<file path="src/rtl/gca_params.svh">
// gauge channel accumulation constants: map, fields, codes and timing
`ifndef GCA_PARAMS_SVH
`define GCA_PARAMS_SVH

// clock and timing figures
`define GCA_CLK_PERIOD_NS 10.0
`define GCA_T_ADC_UNIT_US 30.52
`define GCA_HALF_SEC_S 0.5
`define GCA_MIN_BITS 4'h8

// control register fields
`define GCA_CTL_EN 7
`define GCA_CTL_RES_HI 6
`define GCA_CTL_RES_LO 4
`define GCA_CTL_REF 3
`define GCA_CTL_SEL_HI 2
`define GCA_CTL_SEL_LO 0
`define GCA_CTL_RESET 8'h00

// converter input select codes
`define GCA_SEL_SENSE 3'h0
`define GCA_SEL_INT_TEMP 3'h1
`define GCA_SEL_EXT_TEMP 3'h2
`define GCA_SEL_PACK 3'h3
`define GCA_SEL_AUX 3'h5
`define GCA_SEL_ZERO_CAL 3'h6

// conversion slots, one per control register
`define GCA_SLOT_CURRENT 3'h0
`define GCA_SLOT_INT_TEMP 3'h1
`define GCA_SLOT_EXT_TEMP 3'h2
`define GCA_SLOT_RESERVED 3'h4
`define GCA_SLOT_AUX 3'h5
`define GCA_SLOT_ZERO_CAL 3'h6

// result word layout
`define GCA_RES_SIGN 15
`define GCA_MAG_FULL 15'h7fff
`define GCA_MAG_HI 14
`define GCA_RES_RESET 16'h0000

// sum_control_reg fields
`define GCA_SUM_ACCUM 0
`define GCA_SUM_THERM_EN 1
`define GCA_SUM_AUX_EN 2
`define GCA_SUM_THERM_EXT 3
`define GCA_SUM_TIMER_EN 4
`define GCA_SUM_RESET 8'h00

// counter indices
`define GCA_CNT_DRAIN 0
`define GCA_CNT_CHARGE 1
`define GCA_CNT_THERMAL 2
`define GCA_CNT_AUX 3
`define GCA_CNT_DIS_TIMER 4
`define GCA_CNT_CHG_TIMER 5
`define GCA_CNT_THERM_TIMER 6
`define GCA_CNT_AUX_TIMER 7
`define GCA_TIMER_STEP 32'h0000_0001
`define GCA_CNT_RESET 32'h0000_0000

// register byte map
`define GCA_ADDR_CTRL_BASE 8'h00
`define GCA_ADDR_CTRL_LAST 8'h07
`define GCA_ADDR_RES_BASE 8'h08
`define GCA_ADDR_RES_LAST 8'h17
`define GCA_ADDR_CNT_BASE 8'h20
`define GCA_ADDR_CNT_LAST 8'h3f
`define GCA_ADDR_SUM_CTL 8'h40
`define GCA_ADDR_STATUS 8'h41
`define GCA_READ_ZERO 8'h00

`endif

</file>
<file path="src/rtl/gca_dummy_placeholder_removed.sv">
// no logic lives here; the block's modules sit in the other rtl files

</file>
<file path="src/rtl/gca_pkg.sv">
// gauge channel accumulation types
package gca_pkg;
    // conversion sequencer states
    typedef enum logic [0:0] {
        GCA_ST_SCAN,
        GCA_ST_CONV
    } gca_seq_state_type;
endpackage

</file>
<file path="src/rtl/gca_accum_cell.sv">
// one 32-bit accumulator or elapsed time counter
`timescale 1ns/100ps
`include "gca_params.svh"
module gca_accum_cell (
    // clock and reset
    input wire logic i_clock,
    input wire logic i_sys_rst,
    // update request
    input wire logic i_add_en,
    input wire logic [31:0] i_addend,
    // running value
    output logic [31:0] o_value
);
    // plain modulo add, no saturation on purpose (see [RULE21])
    always_ff @(posedge i_clock) begin
        if (i_sys_rst) begin
            o_value <= `GCA_CNT_RESET;
        end else if (i_add_en) begin
            o_value <= o_value + i_addend;
        end
    end
endmodule

</file>
<file path="src/rtl/gca_half_sec_tick.sv">
// half-second enable pulse divider
`timescale 1ns/100ps
`include "gca_params.svh"
module gca_half_sec_tick #(
    parameter int unsigned CYCLES = 50000000
) (
    // clock and reset
    input wire logic i_clock,
    input wire logic i_sys_rst,
    // one-cycle pulse every CYCLES clocks
    output logic o_tick
);
    logic [31:0] count_q;

    // free-running divider, wraps after the last count
    always_ff @(posedge i_clock) begin
        if (i_sys_rst) begin
            count_q <= `GCA_CNT_RESET;
            o_tick <= 1'b0;
        end else if (count_q == CYCLES[31:0] - 32'h0000_0001) begin
            count_q <= `GCA_CNT_RESET;
            o_tick <= 1'b1;
        end else begin
            count_q <= count_q + 32'h0000_0001;
            o_tick <= 1'b0;
        end
    end
endmodule

</file>
<file path="src/rtl/gca_top.sv">
// gauge channel setup, conversion sequencing and accumulation
//
// Summary of operation
// [RULE1] current control: enable b7, resolution b6-4, reference b3, input b2-0
// [RULE2] host sets pack voltage control to input 011, code 010, 340mV
// [RULE3] host points pack voltage and aux selects at their intended inputs
// [RULE4] charge/drain sums and timers use only the current result
// [RULE5] host picks 340mV reference for internal temperature conversion
// [RULE6] thermistor current source on only during external temp conversion
// [RULE7] zero-cal slot shorts input to ground, stores in zero-cal result
// [RULE8] four 32-bit accumulators and four 32-bit elapsed time counters
// [RULE9] thermal takes internal or external temp; aux takes aux result
// [RULE10] enabled accumulators add their source result every half second
// [RULE11] sign 0 means charging: magnitude added to charge accumulator
// [RULE12] sign 1 means discharge: magnitude added to drain accumulator
// [RULE13] accumulated resolution follows conversion resolution, max 15 bits
// [RULE14] charge and drain accumulators update only with sum-enable set
// [RULE15] charging timer gains 2 counts per second while charging
// [RULE16] discharge timer gains 2 counts per second while discharging
// [RULE17] results are sign-magnitude, sign b15, low bits zero-filled
// [RULE18] sequencer walks eight control slots, skipping disabled ones
// [RULE19] 3-bit resolution code selects 8 to 15 magnitude bits
// [RULE20] conversion lasts 30.52us times two to the power N plus one
// [RULE21] accumulators and timers wrap modulo two to the 32
`timescale 1ns/100ps
`include "gca_params.svh"
module gca_top #(
    parameter int unsigned CONV_UNIT_CYCLES =
        int'(`GCA_T_ADC_UNIT_US * 1000.0 / `GCA_CLK_PERIOD_NS),
    parameter int unsigned HALF_SEC_CYCLES =
        int'(`GCA_HALF_SEC_S * 1.0e9 / `GCA_CLK_PERIOD_NS)
) (
    // clock and reset
    input wire logic i_clock,
    input wire logic i_sys_rst,
    // byte register port from the serial bus decoder
    input wire logic i_reg_wr_en,
    input wire logic i_reg_rd_en,
    input wire logic [7:0] i_reg_addr,
    input wire logic [7:0] i_reg_wdata,
    output logic [7:0] o_reg_rdata,
    output logic o_reg_rd_valid,
    // analog converter and input multiplexer
    input wire logic [15:0] i_adc_result,
    output logic o_adc_active,
    output logic [2:0] o_adc_input_sel,
    output logic [2:0] o_adc_res,
    output logic o_adc_ref_single,
    output logic o_adc_short_gnd,
    output logic o_thermistor_src_en
);
    import gca_pkg::*;

    logic [7:0] ctrl_q [8];
    logic [15:0] result_q [8];
    logic [7:0] sum_ctl_q;
    gca_seq_state_type state_q;
    logic [2:0] slot_q;
    logic [31:0] conv_cnt_q;
    logic half_tick;
    logic [7:0] cnt_en;
    logic [31:0] cnt_add [8];
    logic [31:0] cnt_val [8];
    logic [7:0] cur_ctrl;
    logic [2:0] cur_res;
    logic [2:0] cur_sel;
    logic [3:0] cur_bits;
    logic [31:0] conv_len;
    logic conv_last;
    logic [2:0] route_sel;
    logic [7:0] res_off;
    logic [7:0] cnt_off;
    logic [15:0] res_word;
    logic [31:0] cnt_word;
    logic cur_sign;
    logic [14:0] cur_mag;
    logic cur_flow;
    logic [15:0] therm_src;
    logic [14:0] therm_mag;
    logic [14:0] aux_mag;

    // keeps only the magnitude bits that a code actually resolves
    function automatic logic [14:0] mag_mask(input logic [2:0] res);
        mag_mask = `GCA_MAG_FULL << (3'h7 - res);
    endfunction

    // slot being looked at by the sequencer
    assign cur_ctrl = ctrl_q[slot_q];
    assign cur_res = cur_ctrl[`GCA_CTL_RES_HI:`GCA_CTL_RES_LO]; // see [RULE1]
    assign cur_sel = cur_ctrl[`GCA_CTL_SEL_HI:`GCA_CTL_SEL_LO]; // see [RULE1]
    assign cur_bits = `GCA_MIN_BITS + {1'b0, cur_res}; // see [RULE19]
    // conversion length in clocks, at most about two seconds at 15 bits
    assign conv_len = CONV_UNIT_CYCLES[31:0]
        << ({1'b0, cur_bits} + 5'h01); // see [RULE20]
    assign conv_last = (state_q == GCA_ST_CONV)
        && (conv_cnt_q == `GCA_CNT_RESET);

    // zero-cal slot always converts a grounded input (see [RULE7])
    always_comb begin
        if (slot_q == `GCA_SLOT_ZERO_CAL) begin
            route_sel = `GCA_SEL_ZERO_CAL;
        end else begin
            route_sel = cur_sel; // see [RULE3]
        end
    end

    // host writes: control slots and the sum control byte
    always_ff @(posedge i_clock) begin
        if (i_sys_rst) begin
            for (int i = 0; i < 8; i++) begin
                ctrl_q[i] <= `GCA_CTL_RESET;
            end
            sum_ctl_q <= `GCA_SUM_RESET;
        // results and counters are read-only; writes to them are dropped
        end else if (i_reg_wr_en) begin
            if (i_reg_addr <= `GCA_ADDR_CTRL_LAST) begin
                ctrl_q[i_reg_addr[2:0]] <= i_reg_wdata; // see [RULE1]
            end else if (i_reg_addr == `GCA_ADDR_SUM_CTL) begin
                sum_ctl_q <= i_reg_wdata;
            end
        end
    end

    // sequencer: one slot per pass, a disabled slot costs one clock
    // a control write mid-conversion only takes effect on the next pass
    always_ff @(posedge i_clock) begin
        if (i_sys_rst) begin
            state_q <= GCA_ST_SCAN;
            slot_q <= `GCA_SLOT_CURRENT;
            conv_cnt_q <= `GCA_CNT_RESET;
            o_adc_active <= 1'b0;
            o_adc_input_sel <= `GCA_SEL_SENSE;
            o_adc_res <= 3'h0;
            o_adc_ref_single <= 1'b0;
            o_adc_short_gnd <= 1'b0;
            o_thermistor_src_en <= 1'b0;
        end else begin
            case (state_q)
                GCA_ST_SCAN: begin
                    // reserved slot never converts, even if enabled
                    if (cur_ctrl[`GCA_CTL_EN]
                        && (slot_q != `GCA_SLOT_RESERVED)) begin // see [RULE18]
                        state_q <= GCA_ST_CONV;
                        conv_cnt_q <= conv_len - 32'h0000_0001; // see [RULE20]
                        o_adc_active <= 1'b1;
                        o_adc_input_sel <= route_sel;
                        o_adc_res <= cur_res;
                        o_adc_ref_single <= cur_ctrl[`GCA_CTL_REF];
                        // input tied to ground for offset measurement
                        o_adc_short_gnd <=
                            (route_sel == `GCA_SEL_ZERO_CAL); // see [RULE7]
                        // source only powered while it is being measured
                        o_thermistor_src_en <=
                            (route_sel == `GCA_SEL_EXT_TEMP); // see [RULE6]
                    end else begin
                        slot_q <= slot_q + 3'h1; // see [RULE18]
                    end
                end
                GCA_ST_CONV: begin
                    if (conv_last) begin
                        state_q <= GCA_ST_SCAN;
                        slot_q <= slot_q + 3'h1; // see [RULE18]
                        o_adc_active <= 1'b0;
                        o_adc_short_gnd <= 1'b0;
                        o_thermistor_src_en <= 1'b0; // see [RULE6]
                    end else begin
                        conv_cnt_q <= conv_cnt_q - 32'h0000_0001;
                    end
                end
                default: begin
                    state_q <= GCA_ST_SCAN;
                    o_adc_active <= 1'b0;
                    o_adc_short_gnd <= 1'b0;
                    o_thermistor_src_en <= 1'b0;
                end
            endcase
        end
    end

    // result capture at the end of a conversion, padded with zeros
    // slot_q still names the running slot here; it steps on this same edge
    always_ff @(posedge i_clock) begin
        if (i_sys_rst) begin
            for (int i = 0; i < 8; i++) begin
                result_q[i] <= `GCA_RES_RESET;
            end
        end else if (conv_last) begin
            result_q[slot_q] <= {i_adc_result[`GCA_RES_SIGN],
                i_adc_result[14:0] & mag_mask(o_adc_res)}; // see [RULE17]
        end
    end

    // half-second update strobe
    // one pulse feeds every counter, so all counters that update do so in the same cycle
    gca_half_sec_tick #(
        .CYCLES(HALF_SEC_CYCLES)
    ) u_tick (
        .i_clock(i_clock),
        .i_sys_rst(i_sys_rst),
        .o_tick(half_tick)
    );

    // current channel split by sign; only the current slot feeds it
    assign cur_sign = result_q[`GCA_SLOT_CURRENT][`GCA_RES_SIGN]; // see [RULE4]
    assign cur_mag =
        result_q[`GCA_SLOT_CURRENT][`GCA_MAG_HI:0]; // see [RULE17]
    // zero magnitude counts as no flow, so neither timer runs
    assign cur_flow = |cur_mag;

    // thermal source chosen by software between the two sensors
    always_comb begin
        if (sum_ctl_q[`GCA_SUM_THERM_EXT]) begin
            therm_src = result_q[`GCA_SLOT_EXT_TEMP]; // see [RULE9]
        end else begin
            therm_src = result_q[`GCA_SLOT_INT_TEMP]; // see [RULE9]
        end
    end

    // sums take the magnitude only; the sign just steers current
    assign therm_mag = therm_src[`GCA_MAG_HI:0]; // see [RULE9]
    assign aux_mag = result_q[`GCA_SLOT_AUX][`GCA_MAG_HI:0]; // see [RULE9]

    // update requests and addends for the eight counters
    always_comb begin
        cnt_en = 8'h00;
        cnt_en[`GCA_CNT_DRAIN] = half_tick
            && sum_ctl_q[`GCA_SUM_ACCUM] && cur_sign; // see [RULE12] [RULE14]
        cnt_en[`GCA_CNT_CHARGE] = half_tick
            && sum_ctl_q[`GCA_SUM_ACCUM] && !cur_sign; // see [RULE11] [RULE14]
        cnt_en[`GCA_CNT_THERMAL] = half_tick
            && sum_ctl_q[`GCA_SUM_THERM_EN]; // see [RULE10]
        cnt_en[`GCA_CNT_AUX] = half_tick
            && sum_ctl_q[`GCA_SUM_AUX_EN]; // see [RULE10]
        // one step per half second gives two counts per second
        cnt_en[`GCA_CNT_DIS_TIMER] = half_tick && sum_ctl_q[`GCA_SUM_TIMER_EN]
            && cur_sign && cur_flow; // see [RULE16] [RULE4]
        cnt_en[`GCA_CNT_CHG_TIMER] = half_tick && sum_ctl_q[`GCA_SUM_TIMER_EN]
            && !cur_sign && cur_flow; // see [RULE15] [RULE4]
        // thermal and aux timers count half-seconds while their sum runs
        cnt_en[`GCA_CNT_THERM_TIMER] = half_tick
            && sum_ctl_q[`GCA_SUM_THERM_EN];
        cnt_en[`GCA_CNT_AUX_TIMER] = half_tick && sum_ctl_q[`GCA_SUM_AUX_EN];
        // magnitudes already carry the conversion resolution (see [RULE13])
        cnt_add[`GCA_CNT_DRAIN] = {17'h00000, cur_mag}; // see [RULE12]
        cnt_add[`GCA_CNT_CHARGE] = {17'h00000, cur_mag}; // see [RULE11]
        cnt_add[`GCA_CNT_THERMAL] = {17'h00000, therm_mag}; // see [RULE9]
        cnt_add[`GCA_CNT_AUX] = {17'h00000, aux_mag}; // see [RULE9]
        cnt_add[`GCA_CNT_DIS_TIMER] = `GCA_TIMER_STEP;
        cnt_add[`GCA_CNT_CHG_TIMER] = `GCA_TIMER_STEP;
        cnt_add[`GCA_CNT_THERM_TIMER] = `GCA_TIMER_STEP;
        cnt_add[`GCA_CNT_AUX_TIMER] = `GCA_TIMER_STEP;
    end

    // four accumulators then four time counters (see [RULE8])
    for (genvar g = 0; g < 8; g++) begin : g_cnt
        gca_accum_cell u_cell (
            .i_clock(i_clock),
            .i_sys_rst(i_sys_rst),
            .i_add_en(cnt_en[g]),
            .i_addend(cnt_add[g]),
            .o_value(cnt_val[g])
        );
    end

    // read window offsets
    assign res_off = i_reg_addr - `GCA_ADDR_RES_BASE;
    assign cnt_off = i_reg_addr - `GCA_ADDR_CNT_BASE;
    assign res_word = result_q[res_off[3:1]];
    assign cnt_word = cnt_val[cnt_off[4:2]];

    // registered read data, low byte at the lower address
    // multi-byte values are not latched, so a read may straddle an update
    always_ff @(posedge i_clock) begin
        if (i_sys_rst) begin
            o_reg_rdata <= `GCA_READ_ZERO;
            o_reg_rd_valid <= 1'b0;
        end else begin
            o_reg_rd_valid <= i_reg_rd_en;
            if (!i_reg_rd_en) begin
                o_reg_rdata <= o_reg_rdata;
            end else if (i_reg_addr <= `GCA_ADDR_CTRL_LAST) begin
                o_reg_rdata <= ctrl_q[i_reg_addr[2:0]];
            end else if (i_reg_addr <= `GCA_ADDR_RES_LAST) begin
                o_reg_rdata <= res_off[0] ? res_word[15:8] : res_word[7:0];
            end else if ((i_reg_addr >= `GCA_ADDR_CNT_BASE)
                && (i_reg_addr <= `GCA_ADDR_CNT_LAST)) begin
                case (cnt_off[1:0])
                    2'h0: o_reg_rdata <= cnt_word[7:0];
                    2'h1: o_reg_rdata <= cnt_word[15:8];
                    2'h2: o_reg_rdata <= cnt_word[23:16];
                    default: o_reg_rdata <= cnt_word[31:24];
                endcase
            end else if (i_reg_addr == `GCA_ADDR_SUM_CTL) begin
                o_reg_rdata <= sum_ctl_q;
            // status: converter busy flag and the slot being looked at
            end else if (i_reg_addr == `GCA_ADDR_STATUS) begin
                o_reg_rdata <= {4'h0, o_adc_active, slot_q};
            end else begin
                o_reg_rdata <= `GCA_READ_ZERO;
            end
        end
    end
endmodule

</file>
<file path="config.mk">
export PLATFORM = sky130hd
export DESIGN_NAME = gca_top
export DESIGN_NICKNAME = d
export VERILOG_FILES = /design/src/rtl/gca_dummy_placeholder_removed.sv /design/src/rtl/gca_pkg.sv /design/src/rtl/gca_accum_cell.sv /design/src/rtl/gca_half_sec_tick.sv /design/src/rtl/gca_top.sv
export VERILOG_INCLUDE_DIRS = /design/src /design/src/rtl
export SDC_FILE = /design/constraint.sdc
export NUM_CORES = 1
export LEC_CHECK = 0
export BUFFER_PORTS_ARGS = -buffer_cell sky130_fd_sc_hd__buf_2
export CAP_MARGIN = 25
export CORE_MARGIN = 1.5
export CORE_UTILIZATION = 58
export DETAILED_ROUTE_END_ITERATION = 8
export PLACE_DENSITY = 0.87
export SLEW_MARGIN = 20
export SYNTH_ARGS = -nofsm -noshare
export SYNTH_HDL_FRONTEND = slang
export SYNTH_SLANG_ARGS = --single-unit
</file>
<file path="constraint.sdc">
create_clock -name i_clock -period 3.9 [get_ports i_clock]
set_clock_uncertainty 0.15 [all_clocks]
set_input_delay 0.195 -clock i_clock [delete_from_list [all_inputs] [get_ports i_clock]]
set_output_delay 0.195 -clock i_clock [all_outputs]
set_load 0.03 [all_outputs]
</file>
# ---- Word-level counts from Yosys, hierarchy flattened
# Memory sizes are Yosys's and may differ from the RTL's. A register that Yosys moved wholly into a read port is not among the register bits.
# Cells that the tools add are included.
dict set report op_classes {
  addsub 17
  order_cmp 5
  n_eq_ne 13
  shifts 2
  mux 46
  bitwise_logic 4
  reduce_logical 25
}
# cell count
set ops {}
lappend ops {{adder 32 x 1 -> 32 bit, second input constant} 5}
lappend ops {{adder 32 x 15 -> 32 bit} 4}
lappend ops {{2-to-1 mux 32 bit} 4}
lappend ops {{binary-select mux 32 bit (select 3 bit)} 1}
lappend ops {{case mux 32 bit (2 select lines)} 1}
lappend ops {{subtractor 32 x 1 -> 32 bit, second input constant} 2}
lappend ops {{2-to-1 mux 8 bit} 6}
lappend ops {{equality test 32 x 26 -> 1 bit, second input constant} 1}
lappend ops {{zero test 32 bit} 1}
lappend ops {{<< shifter 12 x 5 -> 32 bit, first input constant} 1}
lappend ops {{case mux 8 bit (3 select lines)} 1}
lappend ops {{2-to-1 mux 3 bit} 7}
lappend ops {{2-to-1 mux 1 bit} 18}
lappend ops {{equality test 8 x 7 -> 1 bit, second input constant} 2}
lappend ops {{2-to-1 mux 16 bit} 1}
lappend ops {{OR reduction 16 bit} 1}
lappend ops {{AND 15 bit} 1}
lappend ops {{2-to-1 mux 15 bit} 1}
lappend ops {{OR reduction 15 bit} 1}
lappend ops {{<< shifter 15 x 3 -> 15 bit, first input constant} 1}
lappend ops {{logical AND 1 bit} 13}
lappend ops {{greater-or-equal comparator 8 x 6 -> 1 bit, second input constant} 1}
lappend ops {{less-or-equal comparator 8 x 3 -> 1 bit, second input constant} 1}
lappend ops {{less-or-equal comparator 8 x 5 -> 1 bit, second input constant} 1}
lappend ops {{other kinds (26)} 36}
dict set report word_totals {
  regBits 352
  ramBits 192
  inputBits 36
  out_inout_bits 19
  elab_cells 136
  memories 2
}
# name depth word_bits rd rd_clocked_by_memory_dff wr line_no
set memory_table {}
lappend memory_table {result_q 8 16 5 0 8 gca_top.sv:55} ;# logic [15:0] result_q [8];
lappend memory_table {ctrl_q 8 8 2 1 8 gca_top.sv:54} ;# logic [7:0] ctrl_q [8];

# ---- Depth between registers and ports, before layout
dict set report depth {
  word_depth 9
  depth_mapped 17
  ltp_nobuf 14
}

# ---- Modules after synthesis
# Synthesis repeated with hierarchy kept, for this count alone.
dict set report unflattened {
  cells_unflattened 4394
  hier_area_um2 40654.0
}
# module n_inst cells_each area_each_um2
set by_module_without_submodules {}
lappend by_module_without_submodules {gca_top 1 1263 15347.2}
lappend by_module_without_submodules {{gca_accum_cell (g_cnt[1].u_cell ...)} 5 374 3007.9}
lappend by_module_without_submodules {{gca_accum_cell (g_cnt[6].u_cell ...)} 2 360 2935.3}
lappend by_module_without_submodules {{gca_accum_cell (g_cnt[0].u_cell)} 1 361 2874.0}
lappend by_module_without_submodules {gca_half_sec_tick 1 180 1522.7}

# ---- Worst setup path after synthesis
# OpenSTA, ideal clock, no wires.
dict set report synth_path {
  kind {reg2reg}
  from {register with a tool-made name}
  to {register conv_cnt_q[27]}
  arrival_time_ns 3.727
  setup_slack_ns -0.039
  path_stages_with_launch 16
  path_buffers 2
  cell_sequence {dfxtp_1 > buf_6 > mux4_2 > mux2i_4 > inv_2 > ha_1 > ha_1 > clkbuf_1 > mux2i_1 > nand2_1 > nor3_1 > a211o_1 > a2111oi_4 > nand3_2 > or4_1 > nand3_1}
}
# item line_no
set synth_lines {}
lappend synth_lines {{end signal, assigned} gca_top.sv:130} ;# conv_cnt_q <= `GCA_CNT_RESET;
lappend synth_lines {{end signal, assigned} gca_top.sv:144} ;# conv_cnt_q <= conv_len - 32'h0000_0001;
lappend synth_lines {{end signal, assigned} gca_top.sv:167} ;# conv_cnt_q <= conv_cnt_q - 32'h0000_0001;
lappend synth_lines {{end, declared} gca_top.sv:59} ;# logic [31:0] conv_cnt_q;

==> out/qor.txt <==
vias in the first global route: 25.0k
nets: 3266
asr flop ratio synth: 0%
CP max stage delay: 540 ps
WP buf/inv: 4
critical-path cell list: buf_4, mux4_2, mux2i_4, inv_2, ha_1, ha_4, buf_6, and3_1, a221o_1, and4bb_4, nand3_2, buf_6, a211oi_2, xor2_1, nor2_1
CTS tree: done
H-tree levels: 2
DRT Pass-1 Iters: 6
GRT Overall Usage: 33.7%
Leakage: 12.8 nW
vias: 25.5k
Die W: 230 µm
DP Wirelength: 61700 µm
EDFF count, synth: 192
final count of hold timing violations: 0
antenna viol nets, final: 0
initial antenna violation count: 3
largest net degree at the start of global routing: 184
CP Data Required Time: 4260 ps
Post-Route Setup TNS: 0 ps
Core Util, Final: 67.3%
port bufs: 54
crit end category: register
Die ar.: 52800 µm²
layout cells sized above 1: 15.6%
global route overflow: 0
worst ir drop on vdd: 392 µV
first-pass GRT wire length: 140000 µm
yosys warns: 0
CTS Buf Count: 56
number of DRC markers in iteration 0: 3194
Area Growth Syn to Fin: 13.9%
row count: 82
Worst setup SP type: register
run status: finished, final reports clean
wire per inst: 23.3 µm
die height: 230 µm
Worst-Skew Late Latency: 660 ps
Worst Hold Class: input pin to register
DRC: 0
Worst Path Arrival: 4170 ps
crit path max-delay cell type: mux4_2
Reg clk slew, reported paths: 60 ps
syn avg cell area: 9.87 µm²
Cell Pwr Density: 484 nW/µm²
Total Wirelength: 90100 µm
CP most frequent cell: buf_6
CTS root buffer: clkbuf_16
synthesized area: 29800 µm²
most common cell after layout, fill and taps aside: nor2_1
gpl congestion: 0.968
clk sinks: 547
Core Box Area: 50500 µm²
vias per std cell: 6.60
post-synthesis cell type count: 85
Setup CP Type: register to register
cell count after synthesis: 3022
clock buffer depth: 3
Ports: 55
Post-synth top flop: dfxtp_1
fin crit period: 3810 ps
unrepaired setup endpoints after global routing: true
worst rel slew slack: 29.3%
commonest cells after routing, fill and taps aside: 377 x nor2_1, 354 x dfxtp_1, 307 x nand2_1
post-synthesis sequential area ratio: 43.1%
f_max: 262 MHz
final period utilization: 97.7%
synthesized net count: 3138
Worst-Margin Slew: 1060 ps
max-cap viol count: 0
Top delay family on crit path: simple AND/OR/NAND/NOR gates
critical path fanouts, max: 10
flops & latches, synth: 547
max-slew violations: 0
Initial Util: 59.1%
count of final setup violators: 0
-- power by group --
group / leakage (nW) / switching [W] / internal, W / total (W)
registers: 4.80 / 0.000259 / 0.00615 / 0.00641
clock network: 0.982 / 0.00242 / 0.00351 / 0.00593
logic: 6.99 / 0.00241 / 0.00172 / 0.00412
total: 12.8 / 0.00509 / 0.0114 / 0.0165
-- logic make-up (layout without fill, tap and decap cells) --
family          after synthesis  in the layout  synth area share (%)
compound gates              427            427                  9.11
simple gates               1311           1311                  21.4
buf+inv                     214            387                  2.78
xor+xnor                    232            232                  6.81
flops                       547            547                  43.1
mux                         211            211                  13.3
other cells                   0              2                     0
fa+ha+maj                    80             80                  3.46
-- cells in the mapped netlist, types with 76 or more instances --
| cell type | instances | share of area, % |
|---|---|---|
| xnor2_1 | 95 | 2.8 |
| nor2_1 | 379 | 4.8 |
| mux4_2 | 143 | 11 |
| ha_1 | 76 | 3.2 |
| edfxtp_1 | 192 | 19 |
| nand2_1 | 308 | 3.9 |
| a21oi_1 | 144 | 2.4 |
| and3_1 | 113 | 2.4 |
| nand3_1 | 123 | 2.1 |
| and2_1 | 102 | 2.1 |
| clkbuf_1 | 129 | 1.6 |
| dfxtp_1 | 355 | 24 |
| o21ai_0 | 88 | 1.5 |
| xor2_1 | 137 | 4.0 |
-- stage by stage --
step,hold slack [ps],cell area [µm²],setup WS (ps),total power [W],cells
2_1_floorplan,192,29800,10.6,0.00884,3022
3_3_place_gp,291,31400,-70.8,0.0102,3723
3_5_place_dp,315,31400,-251,0.0103,3723
4_1_cts,25.9,33900,27.9,0.0162,3865
5_1_grt,34.7,34000,-11.9,0.0170,3869
6_report,24.6,34000,88.7,0.0165,3869
-- cell type report --
class | instances | area [µm²]
antenna | 2 | 5.00
clock buffer | 75 | 1570
clock inverter | 28 | 452
fill | 3512 | 16500
inverter | 59 | 221
multi-input combinational | 2261 | 16300
sequential | 547 | 12900
tap | 672 | 841
timing repair buffer | 225 | 1750
-- layer usage --
metal / vias to the layer above / GRT usage, % / part of all wire (%)
met5: - / 0 / 0.051
met4: 2 / 20.0 / 7.0
met3: 410 / 6.39 / 10
met2: 1620 / 53.7 / 46
met1: 12300 / 42.8 / 37
li1: 11200 / - / -
-- worst register-to-register path, delay by kind of cell (launching register included) --
family / cells / cell delay (ps)
compound gates: 2 / 520
xor+xnor: 1 / 170
mux: 2 / 720
fa+ha+maj: 2 / 500
simple gates: 4 / 720
buf+inv: 4 / 520
flops: 1 / 380
-- flip-flops by register name, summed over array words and instances (netlist names), 3 cells and up, named ones only --
register / cells
ctrl_q: 64
o_reg_rdata: 8
u_tick.count_q: 32
g_cnt.u_cell.o_value: 256
o_adc_res: 3
o_adc_input_sel: 3
sum_ctl_q: 8
slot_q: 3
result_q: 128
conv_cnt_q: 32
-- worst paths after layout --
check | from | end | slack [ps] | depth (start not counted)
worst max register to register | register | conv_cnt_q[29] | 90 | 15
worst min-delay path | i_adc_result[0] | result_q[5][0] | 20 | 3
worst max-delay path | register | conv_cnt_q[29] | 90 | 15
worst min register to register | u_tick.count_q[0] | u_tick.count_q[0] | 330 | 1
-- timing repair --
| action | CTS | global route |
|---|---|---|
| hold endpoints to repair | 210 | 0 |
| pin swaps | 0 | 9 |
| setup buffers | 0 | 2 |
| gates resized for setup | 5 | 26 |
| setup endpoints to repair | 16 | 22 |
| hold buffers | 39 | 0 |
(Power assumes the default switching activity.)
